--- src/core/adcsf_consts.vh ---
// Purpose: constants of the converter status flag register
// Assumes: included by its bare name
// Notes: definitions only
`ifndef ADCSF_CONSTS_VH
`define ADCSF_CONSTS_VH

// register address within the six-bit address space
`define ADCSF_STATUS_ADDR 6'h00
`define ADCSF_STATUS_RESET 8'h80

// field positions
`define ADCSF_BIT_RDY 7
`define ADCSF_BIT_RANGE_ERR 6
`define ADCSF_BIT_CRC_ERR 5
`define ADCSF_BIT_REG_ERR 4
`define ADCSF_CHAN_MSB 3
`define ADCSF_CHAN_LSB 0

// field reset values
`define ADCSF_RDY_RESET 1'b1
`define ADCSF_ERR_RESET 1'b0
`define ADCSF_CHAN_RESET 4'h0

// widths
`define ADCSF_RESULT_W 24
`define ADCSF_SIG_W 16
`define ADCSF_STATUS_W 8
`define ADCSF_WORD_W 32

// clamp codes
`define ADCSF_FULL_SCALE 24'h0fffff
`define ADCSF_ZERO_SCALE 24'h000000

// data read lengths in bits
`define ADCSF_LEN_PLAIN 6'h18
`define ADCSF_LEN_APPEND 6'h20

`endif

--- src/core/adcsf_status.v ---
// Purpose: status flag register of a multichannel sigma-delta converter
// Assumes: framing logic on core_clk decodes serial frames into strobes;
//   only the chip-select pin arrives from outside the clock domain
// Notes: all outputs are registered; synchronous active-high reset
//
// Behaviour
// - idle chip-selected data-out shows ready flag
// - new result clears ready flag low
// - calibration mode: calibration result clears ready
// - data register read sets ready high
// - bit six flags overrange or underrange
// - clamp result to full or zero scale
// - range flag changes only on result write
// - bit five flags write checksum mismatch
// - status read clears checksum error flag
// - bit four flags register contents changed
// - enabling integrity check captures reference value
// - integrity flag clears only when check disabled
// - channel field names result's source channel
// - channel field is plain binary number
// - append enable adds status byte to data register reads
// - status at address zero, resets to 0x80
// - mode write returns ready flag high
`timescale 1ns/1ps
`include "adcsf_consts.vh"

module adcsf_status (
  input wire core_clk,
  input wire sys_rst,
  // chip select pin, asynchronous to core_clk
  input wire cs_n_pin,
  // framing logic: a register read is shifting out, and its current bit
  input wire reg_read_busy,
  input wire reg_read_bit,
  // framing logic: decoded accesses, one-cycle pulses
  input wire reg_rd_stb,
  input wire [5:0] reg_rd_addr,
  input wire data_rd_stb,
  input wire mode_wr_stb,
  input wire crc_wr_err_stb,
  // interface mode controls, levels
  input wire append_stat_en,
  input wire reg_check_en,
  // running signature over all internal registers
  input wire [`ADCSF_SIG_W-1:0] reg_signature,
  // conversion datapath
  input wire result_stb,
  input wire [`ADCSF_RESULT_W-1:0] result_raw,
  input wire result_over,
  input wire result_under,
  input wire [3:0] result_chan,
  input wire cal_mode,
  input wire cal_done_stb,
  // register and data outputs
  output reg [`ADCSF_STATUS_W-1:0] status_out_reg,
  output reg [`ADCSF_RESULT_W-1:0] data_reg,
  output reg [`ADCSF_WORD_W-1:0] read_word_reg,
  output reg [5:0] read_len_reg,
  output reg read_word_valid_reg,
  // data-out pin, three-state as output plus enable
  output reg dout_o_reg,
  output reg dout_oe_reg
);

  // chip select synchroniser; the first stage feeds only the second
  reg cs_meta_reg;
  reg cs_sync_reg;

  always @(posedge core_clk) begin
    if (sys_rst) begin
      cs_meta_reg <= 1'b1;
      cs_sync_reg <= 1'b1;
    end else begin
      cs_meta_reg <= cs_n_pin;
      cs_sync_reg <= cs_meta_reg;
    end
  end

  // flag state
  reg rdy_reg;
  reg rdy_next;
  reg range_err_reg;
  reg range_err_next;
  reg crc_err_reg;
  reg crc_err_next;
  reg reg_err_reg;
  reg reg_err_next;
  reg [3:0] chan_reg;
  reg [3:0] chan_next;
  reg [`ADCSF_RESULT_W-1:0] data_next;

  // integrity check reference
  reg [`ADCSF_SIG_W-1:0] ref_sig_reg;
  reg check_armed_reg;
  reg check_en_d_reg;

  wire status_rd;
  wire conv_write;
  wire ready_event;
  wire check_rise;
  wire [`ADCSF_STATUS_W-1:0] status_now;

  assign status_rd = reg_rd_stb && (reg_rd_addr == `ADCSF_STATUS_ADDR);
  // a calibration result does not land in the data register
  assign conv_write = result_stb && !cal_mode;
  assign ready_event = cal_mode ? cal_done_stb : result_stb;
  assign check_rise = reg_check_en && !check_en_d_reg;

  assign status_now = {rdy_reg, range_err_reg, crc_err_reg, reg_err_reg, chan_reg};

  // ready flag: a mode write restarts conversion and outranks everything;
  // a fresh result outranks a data read in the same cycle so it is not lost
  always @* begin
    rdy_next = rdy_reg;
    if (mode_wr_stb) begin
      rdy_next = 1'b1;
    end else if (ready_event) begin
      rdy_next = 1'b0;
    end else if (data_rd_stb) begin
      rdy_next = 1'b1;
    end
  end

  // range flag, channel and clamped data move only with a conversion result
  always @* begin
    range_err_next = range_err_reg;
    chan_next = chan_reg;
    data_next = data_reg;
    if (conv_write) begin
      range_err_next = result_over || result_under;
      chan_next = result_chan;
      if (result_over) begin
        data_next = `ADCSF_FULL_SCALE;
      end else if (result_under) begin
        data_next = `ADCSF_ZERO_SCALE;
      end else begin
        data_next = result_raw;
      end
    end
  end

  // checksum flag: a new error in the clearing cycle wins over the read
  always @* begin
    crc_err_next = crc_err_reg;
    if (crc_wr_err_stb) begin
      crc_err_next = 1'b1;
    end else if (status_rd) begin
      crc_err_next = 1'b0;
    end
  end

  // integrity flag is sticky while the check stays enabled
  always @* begin
    reg_err_next = reg_err_reg;
    if (!reg_check_en) begin
      reg_err_next = 1'b0;
    end else if (check_armed_reg && (reg_signature != ref_sig_reg)) begin
      reg_err_next = 1'b1;
    end
  end

  always @(posedge core_clk) begin
    if (sys_rst) begin
      rdy_reg <= `ADCSF_RDY_RESET;
      range_err_reg <= `ADCSF_ERR_RESET;
      crc_err_reg <= `ADCSF_ERR_RESET;
      reg_err_reg <= `ADCSF_ERR_RESET;
      chan_reg <= `ADCSF_CHAN_RESET;
      data_reg <= `ADCSF_ZERO_SCALE;
    end else begin
      rdy_reg <= rdy_next;
      range_err_reg <= range_err_next;
      crc_err_reg <= crc_err_next;
      reg_err_reg <= reg_err_next;
      chan_reg <= chan_next;
      data_reg <= data_next;
    end
  end

  // reference is taken on the enabling edge; comparison starts a cycle
  // later so the capture cycle itself cannot raise a false error
  always @(posedge core_clk) begin
    if (sys_rst) begin
      ref_sig_reg <= {`ADCSF_SIG_W{1'b0}};
      check_armed_reg <= 1'b0;
      check_en_d_reg <= 1'b0;
    end else begin
      check_en_d_reg <= reg_check_en;
      if (check_rise) begin
        ref_sig_reg <= reg_signature;
      end
      check_armed_reg <= reg_check_en;
    end
  end

  // status image for the register read path
  always @(posedge core_clk) begin
    if (sys_rst) begin
      status_out_reg <= `ADCSF_STATUS_RESET;
    end else begin
      status_out_reg <= {rdy_next, range_err_next, crc_err_next, reg_err_next, chan_next};
    end
  end

  // data read word: status sampled as it stood before the read, so the
  // ready bit shows 0 for the result being fetched
  always @(posedge core_clk) begin
    if (sys_rst) begin
      read_word_reg <= {`ADCSF_WORD_W{1'b0}};
      read_len_reg <= `ADCSF_LEN_PLAIN;
      read_word_valid_reg <= 1'b0;
    end else begin
      read_word_valid_reg <= data_rd_stb;
      if (data_rd_stb) begin
        if (append_stat_en) begin
          read_word_reg <= {data_reg, status_now};
          read_len_reg <= `ADCSF_LEN_APPEND;
        end else begin
          read_word_reg <= {8'h00, data_reg};
          read_len_reg <= `ADCSF_LEN_PLAIN;
        end
      end
    end
  end

  // data-out pin: ready level while selected and idle, read bits while
  // shifting, released while deselected
  always @(posedge core_clk) begin
    if (sys_rst) begin
      dout_o_reg <= 1'b1;
      dout_oe_reg <= 1'b0;
    end else begin
      dout_oe_reg <= !cs_sync_reg;
      if (reg_read_busy) begin
        dout_o_reg <= reg_read_bit;
      end else begin
        dout_o_reg <= rdy_next;
      end
    end
  end

endmodule // adcsf_status

--- config.mk ---
export PLATFORM = sky130hd
export DESIGN_NAME = adcsf_status
export DESIGN_NICKNAME = d
export VERILOG_FILES = /design/src/core/adcsf_status.v
export VERILOG_INCLUDE_DIRS = /design/src /design/src/core
export SDC_FILE = /design/constraint.sdc
export NUM_CORES = 1
export LEC_CHECK = 0
export BUFFER_PORTS_ARGS = -buffer_cell sky130_fd_sc_hd__clkbuf_2
export CORE_UTILIZATION = 40
export DETAILED_ROUTE_END_ITERATION = 8
export PLACE_DENSITY = 0.74
export SLEW_MARGIN = 30
export SYNTH_ARGS = -nofsm -noshare
export SYNTH_HDL_FRONTEND = slang
export SYNTH_SLANG_ARGS = --single-unit
export TNS_END_PERCENT = 20
--- constraint.sdc ---
create_clock -name core_clk -period 1.3 [get_ports core_clk]
set_clock_uncertainty 0.1 [all_clocks]
set_input_delay 0.065 -clock core_clk [delete_from_list [all_inputs] [get_ports core_clk]]
set_output_delay 0.065 -clock core_clk [all_outputs]
set_load 0.01 [all_outputs]
==> results of run 1 <==
[final timing paths]
check,slack (ps),depth (start not counted),start,endpoint
setup / recovery,20,3,chan_reg[0],chan_reg[0]
hold / removal,20,3,result_under,status_out_reg[6]
setup reg to reg,20,3,chan_reg[0],chan_reg[0]
hold reg to reg,300,1,cs_sync_reg,dout_oe_reg
[Yosys cell counts (5+ instances only)]
| cell type | count |
|---|---|
| nor2_1 | 51 |
| dfxtp_1 | 88 |
| buf_4 | 16 |
| inv_1 | 20 |
| buf_6 | 5 |
| a21oi_1 | 30 |
| o21ai_2 | 14 |
| o21ai_1 | 7 |
| xnor2_1 | 16 |
| mux2i_1 | 24 |
| nand2_1 | 45 |
| clkbuf_1 | 7 |
| nand3_1 | 8 |
| nand2b_1 | 12 |
| a211oi_1 | 24 |
| o22ai_1 | 20 |
| buf_2 | 13 |
[where the power goes]
| group | switching, mW | internal, mW | total (mW) |
|---|---|---|---|
| logic | 0.495 | 0.490 | 0.985 |
| clock network | 0.986 | 1.16 | 2.15 |
| registers | 0.134 | 2.84 | 2.98 |
[layer usage]
| metal | vias up | wire length, um |
|---|---|---|
| li1 | 1786 | - |
| met1 | 1626 | 4570 |
| met2 | 157 | 5320 |
| met3 | 10 | 716 |
| met4 | 0 | 139 |
| met5 | - | 0 |
[kinds of logic (layout without fill, tap and decap cells)]
logic type | Yosys count | in the layout | share of synthesized area, %
other cells | 1 | 3 | 0.0983
simple gates | 133 | 133 | 15.7
mux | 24 | 24 | 6.30
flops | 88 | 88 | 46.2
buf+inv | 64 | 234 | 10.2
xor+xnor | 16 | 16 | 3.67
compound gates | 103 | 103 | 17.8
[metrics by stage]
stage,setup TNS [ps],total power [mW]
floorplan,0,3.57
global placement,0,3.87
detailed placement,0,3.89
CTS,0,6.15
global route,-29.2,6.39
finish,0,6.11
[final cells by class]
type | count | area (um^2) | area share (%)
Clock buffer | 10 | 138 | 2.62
Inverter | 20 | 75.1 | 1.43
Tap cell | 129 | 161 | 3.08
Multi-Input combinational cell | 279 | 1690 | 32.1
Sequential cell | 88 | 1760 | 33.6
Clock inverter | 6 | 95.1 | 1.81
Timing Repair Buffer | 198 | 1330 | 25.3
[tightest hold or removal path, cell delays in order]
cell and delay [ps]:
clkbuf_2 180, nor3_4 80, nor3_2 90
[what timing repair did]
item,in CTS,in global routing
hold buffers,52,0
endpoints found under the hold margin,48,0
resized for setup,0,4
endpoints found under the setup margin,0,4
==> run_results.csv, run 1 <==
group,metric,value,unit
synth,synth_edf_count,0,
placed_design,place_area,4490,um^2
grt,grt_overflow,0,
timing,timing.hold.ws,15.8,ps
timing,postLayoutSetupSlackWorst,19.8,ps
timing,hold_viol_final,0,
clock_tree,insertion_delay,350,ps
synth,synth_top_area_share,46.2,%
die,coreArea,9240,um^2
grt,grt_pass1_vias,3425,
synth,yosysSeqAreaShare,46.2,%
critical_path,path_buf_inv,1,
timing,setup_viol,0,
critical_path,worstPathRequired,1490,ps
critical_path,path_max_fanout,3,
power,power_density,1160,nW/um^2
grt,grt_max_degree,69,
critical_path,start_kind,"register",
route,drt_iter0_markers,170,
cells_and_area,antenna_cells,0,
synth,synth_area,3810,um^2
clock_tree,clk_pin_slew,100,ps
die,die_w,99.6,um
timing,slew_viol_final,0,
clock_tree,numCtsBuffers,9,
grt,met2_usage,39.2,%
grt,grtUsageMet3,5.41,%
clock_tree,clock_path_buffers,2,
synth,synth.ff_latch_count,88,
die,ioPinCount,139,
placed_design,port_buffers,135,
grt,grt_pass1_wl,17000,um
route,drt_first_pass_iters,4,
cells_and_area,layout_commonest_cell,"clkbuf_2",
synth,yosys.area.top_type,"dfxtp_1",
route,wire_per_inst,14.7,um
placed_design,hpwl,7210,um
timing,rsz0062_at_grt,"yes",
synth,synthCells,429,
grt,grt_usage,22.3,%
placed_design,gp_congestion,0.839,
power,ir_drop,0.000587,V
die,rows,35,
job,max_cap_viol_count,0,
die,die_h,99.6,um
cells_and_area,drive_gt1_share,31.1,%
grt,antenna_found_initial,0,
critical_path,path_cells,"nand2_1, a21oi_1, dlygate4sd3_1",
timing,fin_crit_sh,98.5,%
synth,async_flop_share,0,%
clock_tree,post_cts_buffers,0,
cells_and_area,syn2layout_area_growth,37.5,%
clock_tree,htreeDepth,3,
cells_and_area,final_cells,730,
worst_hold_path,hold_class,"primary input to register",
critical_path,max_stage_delay,560,ps
grt,met1_usage,27.0,%
critical_path,crit_slowest_cell,"dlygate4sd3_1",
synth,syn_area_per_cell,8.89,um^2
route,final_antenna_net_count,0,
status,status,"complete, no violations",
synth,synthFlopType,"dfxtp_1",
timing,finalCriticalPeriod,1280,ps
cells_and_area,largest_register_ffs,32,
placed_design,dp_cells,663,
cells_and_area,fin_util,56.8,%
cells_and_area,mostFrequentLayoutCells,"135 x clkbuf_2, 87 x dfxtp_1, 51 x nor2_1, 51 x dlygate4sd3_1, 45 x nand2_1",
route,vias,3579,
die,die_area,9930,um^2
critical_path,path_class,"register to register",
synth,ys_types,35,
route,vias_per_cell,4.90,
clock_tree,cts_tree,"built",
critical_path,critical-path-top-delay-family,"buffers and inverters",
route,wl,10700,um
placed_design,place_ws,54.4,ps
timing,max_freq,781,MHz
cells_and_area,stdcell_area,5240,um^2
power,p_leak,2.32,nW
critical_path,end_kind,"register",
critical_path,crit_arrival,1480,ps
clock_tree,clockRootBuffer,"clkbuf_8",
clock_tree,clock-sinks,88,
cells_and_area,fillers,801,
grt,grt-busiest-layer,"met2",
route,drc_errors,0,
synth,ys_top_cells_by_area,"dfxtp_1 46%, mux2i_1 6.3%, nor2_1 5.0%",
synth,ys_warn_count,0,
cells_and_area,fin_nets,662,
die,initial_core_util,41.3,%
Power figures use the tool's default switching activity.
==> run 2: changes to the inputs <==
Settings changed: MAX_ROUTING_LAYER set to met4.
==> run_results.csv, run 2 (same netlist as run 1, synthesis figures left out) <==
group,metric,value,unit
status,status,"complete, no violations",
worst_hold_path,hold_class,"primary input to register",
grt,antenna_found_initial,0,
critical_path,worstPathRequired,1430,ps
power,p_leak,2.33,nW
route,wl,10600,um
cells_and_area,syn2layout_area_growth,37.4,%
clock_tree,clock-sinks,88,
critical_path,crit_arrival,1390,ps
timing,setup_viol,0,
power,power_frac_comb,17.4,%
clock_tree,clk_pin_slew,90,ps
critical_path,start_kind,"primary input",
grt,grt_max_degree,69,
critical_path,path_class,"primary input to register",
grt,grt_pass1_wl,16900,um
clock_tree,post_cts_buffers,0,
die,rows,35,
timing,slew_viol_final,0,
cells_and_area,fin_nets,665,
critical_path,end_kind,"register",
route,final_antenna_net_count,0,
critical_path,path_buf_inv,2,
power,seqPwrFrac,52.4,%
timing,hold_viol_final,0,
die,coreArea,9240,um^2
timing,finalSetupTns,0,ps
cells_and_area,drive_gt1_share,30.7,%
power,clkPwrFrac,30.2,%
critical_path,path_cells,"dlygate4sd3_1, clkbuf_2, xnor2_2, nand4_1, nor4_1, o21ai_1",
route,vias_per_cell,4.86,
power,power_switching,1.63,mW
cells_and_area,antenna_cells,0,
die,initial_core_util,41.3,%
cells_and_area,largest_register_ffs,32,
clock_tree,clock_path_buffers,2,
timing,max_freq,792,MHz
die,die_h,99.6,um
power,intPower,4.06,mW
critical_path,critical-path-top-delay-family,"buffers and inverters",
route,drc_errors,0,
clock_tree,insertion_delay,350,ps
route,wire_per_inst,14.5,um
route,drt_first_pass_iters,4,
clock_tree,htreeDepth,3,
cells_and_area,layout_commonest_cell,"clkbuf_2",
die,die_w,99.6,um
clock_tree,clockRootBuffer,"clkbuf_8",
timing,finalCriticalPeriod,1260,ps
critical_path,crit_slowest_cell,"dlygate4sd3_1",
critical_path,max_stage_delay,540,ps
route,vias,3559,
cells_and_area,mostFrequentLayoutCells,"135 x clkbuf_2, 86 x dfxtp_1, 53 x dlygate4sd3_1",
route,drt_iter0_markers,113,
placed_design,hpwl,7280,um
die,ioPinCount,139,
power,power_density,1090,nW/um^2
timing,rsz0062_at_grt,"no",
power,p_total,5.69,mW
clock_tree,numCtsBuffers,9,
power,swShare,28.7,%
power,ir_drop,0.000571,V
grt,grt_pass1_vias,3435,
placed_design,port_buffers,135,
timing,fin_crit_sh,97.1,%
job,max_cap_viol_count,0,
die,die_area,9930,um^2
critical_path,path_max_fanout,2,
grt,grt_overflow,0,
placed_design,gp_congestion,0.854,
clock_tree,cts_tree,"built",
grt,grt_usage,22.9,%
-- run 2: per-layer routing --
layer	vias up	global-route usage, %	share of wire, %
met5	-	-	0
met4	0	10.1	1.6
met3	14	4.92	6.3
met2	147	37.1	47
met1	1604	27.4	45
li1	1794	-	-
-- run 2: final timing paths --
kind	start	to	slack (ps)	depth (start not counted)
worst max-delay path	reg_signature[12]	status_out_reg[4]	40	6
worst max register to register	ref_sig_reg[12]	status_out_reg[4]	60	4
worst min register to register	cs_sync_reg	dout_oe_reg	310	1
worst min-delay path	result_raw[18]	data_reg[18]	20	5
-- run 2: repair_timing --
action / 4_1_cts / 5_1_grt
setup endpoints to repair: 0 / 4
gates resized for setup: 0 / 6
hold buffers: 55 / 1
endpoints found under the hold margin: 50 / 1
-- run 2: final cells by class --
type | count | area (um^2)
Clock buffer | 9 | 124
Clock inverter | 6 | 51.3
Fill cell | 778 | 4000
Inverter | 20 | 75.1
Multi-Input combinational cell | 279 | 1690
Sequential cell | 88 | 1760
Tap cell | 129 | 161
Timing Repair Buffer | 201 | 1380
-- run 2: power groups by stage --
| stage | Clock (mW) | Sequential (mW) | Combinational (mW) |
|---|---|---|---|
| global route | 1.87 | 3.00 | 1.09 |
| floorplan | 0 | 3.05 | 0.522 |
| CTS | 1.77 | 2.98 | 0.978 |
| detailed placement | 0 | 3.04 | 0.848 |
| global placement | 0 | 3.04 | 0.833 |
| finish | 1.72 | 2.98 | 0.992 |
-- run 2: per-stage QoR --
| stage | instance area, um^2 | worst slack (ps) | util (%) | hold slack (ps) | std cells |
|---|---|---|---|---|---|
| floorplan | 3820 | 202 | - | 68.8 | 431 |
| global placement | 4500 | 125 | 48.7 | 151 | 662 |
| detailed placement | 4500 | 67.4 | 48.7 | 153 | 662 |
| CTS | 5220 | 20.5 | 56.5 | 1.26 | 732 |
| global route | 5240 | 5.18 | 56.7 | 11.4 | 732 |
| finish | 5240 | 37.9 | 56.7 | 15.5 | 732 |
-- run 2: worst register-to-register path, stage by stage, from the launching register on --
cell	delay [ps]
dfxtp_1	380
xnor2_2	130
nand4_1	120
nor4_1	290
o21ai_1	110
==> run 3: changes to the inputs <==
Settings changed: CORE_ASPECT_RATIO set to 0.75.
==> run_results.csv, run 3 (same netlist as run 1, synthesis figures left out) <==
group,metric,value,unit
status,status,"complete, no violations",
worst_hold_path,hold_depth,5,
die,coreArea,9160,um^2
timing,setup_viol,0,
critical_path,worstPathRequired,1460,ps
power,ir_drop,0.000776,V
power,power_density,1190,nW/um^2
timing,slew_viol_final,0,
route,vias_per_cell,4.95,
grt,grt_pass1_vias,3451,
timing,hold_viol_final,0,
timing,fin_crit_sh,98.8,%
clock_tree,clock_path_buffers,2,
cells_and_area,drive_gt1_share,32.9,%
route,drt_first_pass_iters,5,
clock_tree,cts_tree,"built",
cells_and_area,fin_util,57.0,%
placed_design,port_buffers,135,
clock_tree,numCtsBuffers,9,
cells_and_area,stdcell_area,5220,um^2
placed_design,gp_congestion,0.796,
critical_path,crit_arrival,1440,ps
clock_tree,htreeDepth,3,
job,max_cap_viol_count,0,
critical_path,r2r_slack,30,ps
power,p_leak,2.32,nW
route,drc_errors,0,
power,swShare,25.9,%
timing,finalCriticalPeriod,1280,ps
clock_tree,post_cts_buffers,0,
cells_and_area,mostFrequentLayoutCells,"134 x clkbuf_2, 87 x dfxtp_1, 51 x nor2_1",
critical_path,crit_slowest_cell,"dlygate4sd3_1",
route,drt_iter0_markers,176,
critical_path,end_kind,"register",
die,rows,30,
clock_tree,insertion_delay,330,ps
route,vias,3567,
critical_path,reg2reg_from,"status_out_reg[5]",
grt,grt_pass1_wl,17000,um
worst_hold_path,hold_class,"primary input to register",
route,wire_per_inst,15.2,um
critical_path,r2r-end,"status_out_reg[5]",
critical_path,path_max_fanout,1,
die,ioPinCount,139,
clock_tree,clock-sinks,88,
die,die_w,115,um
critical_path,path_class,"primary input to register",
power,power_switching,1.60,mW
cells_and_area,layout_commonest_cell,"clkbuf_2",
worst_hold_path,min_to,"data_reg[5]",
power,power_frac_comb,16.0,%
critical_path,start_kind,"primary input",
clock_tree,clockRootBuffer,"clkbuf_16",
power,intPower,4.59,mW
timing,rsz0062_at_grt,"yes",
route,final_antenna_net_count,0,
grt,grtUsageMet3,5.38,%
grt,met1_usage,28.1,%
cells_and_area,syn2layout_area_growth,36.9,%
grt,grt_usage,23.3,%
power,seqPwrFrac,48.2,%
die,die_area,9930,um^2
placed_design,hpwl,7650,um
grt,grt_max_degree,43,
critical_path,r2r.worst_path.cells,3,
cells_and_area,largest_register_ffs,32,
critical_path,path_cells,"dlygate4sd3_1, clkbuf_2, nand2_1, dlygate4sd3_1, a21oi_1",
route,wl,11000,um
grt,met2_usage,38.1,%
cells_and_area,antenna_cells,0,
critical_path,max_stage_delay,570,ps
clock_tree,clk_pin_slew,60,ps
die,die_h,86.6,um
critical_path,cpMostUsedCell,"dlygate4sd3_1",
grt,grt_overflow,0,
timing,max_freq,779,MHz
worst_hold_path,hold_start,"result_raw[5]",
cells_and_area,fin_nets,656,
power,p_total,6.19,mW
placed_design,place_area,4550,um^2
die,initial_core_util,41.6,%
power,clkPwrFrac,35.8,%
grt,antenna_found_initial,0,
grt,grt-busiest-layer,"met2",
run 3: stage by stage:
| stage | worst slack (ps) | hold slack (ps) | TNS [ps] | std cells |
|---|---|---|---|---|
| finish | 15.6 | 12.6 | 0 | 720 |
| global route | -35.6 | 19.5 | -49.1 | 720 |
| CTS | 10.9 | 0.813 | 0 | 720 |
| detailed placement | 94.1 | 161 | 0 | 670 |
| global placement | 136 | 147 | 0 | 670 |
| floorplan | 202 | 68.8 | 0 | 431 |
run 3: what timing repair did:
action | 4_1_cts | 5_1_grt
setup endpoints to repair | 0 | 3
hold buffers | 37 | 1
gates resized for setup | 0 | 10
hold endpoints to repair | 30 | 1
run 3: worst max path at each step:
stage                      startpoint                end  slack (ps)  cells after the start
floorplan              ref_sig_reg[0]  status_out_reg[4]         200                      4
CTS                 status_out_reg[5]  status_out_reg[5]          10                      3
global placement       ref_sig_reg[9]  status_out_reg[4]         140                      4
finish                 result_chan[1]        chan_reg[1]          20                      5
global route        reg_signature[14]  status_out_reg[4]         -40                      6
detailed placement    ref_sig_reg[15]  status_out_reg[4]          90                      4
run 3: per-layer routing:
| layer | up-vias | routed length [um] |
|---|---|---|
| li1 | 1768 | - |
| met1 | 1649 | 5110 |
| met2 | 137 | 5140 |
| met3 | 13 | 549 |
| met4 | 0 | 174 |
| met5 | - | 0 |
run 3: power groups by stage:
stage               logic, mW  clock network (mW)  registers, mW
floorplan               0.522                   0           3.05
global placement        0.859                   0           3.03
detailed placement      0.880                   0           3.04
CTS                     0.969                2.27           2.98
global route             1.08                2.38           3.00
finish                  0.993                2.22           2.98
run 3: worst max-delay path: cells and delay by family:
| family | cells | cell delay (ps) |
|---|---|---|
| simple gates | 1 | 50 |
| compound gates | 1 | 120 |
| buf+inv | 3 | 1210 |
run 3: layout make-up:
type | instances | area [um^2]
Fill cell | 838 | 3940
Sequential cell | 88 | 1760
Multi-Input combinational cell | 279 | 1730
Timing Repair Buffer | 192 | 1250
Clock buffer | 11 | 233
Tap cell | 128 | 160
Inverter | 20 | 75.1
Clock inverter | 2 | 10.0
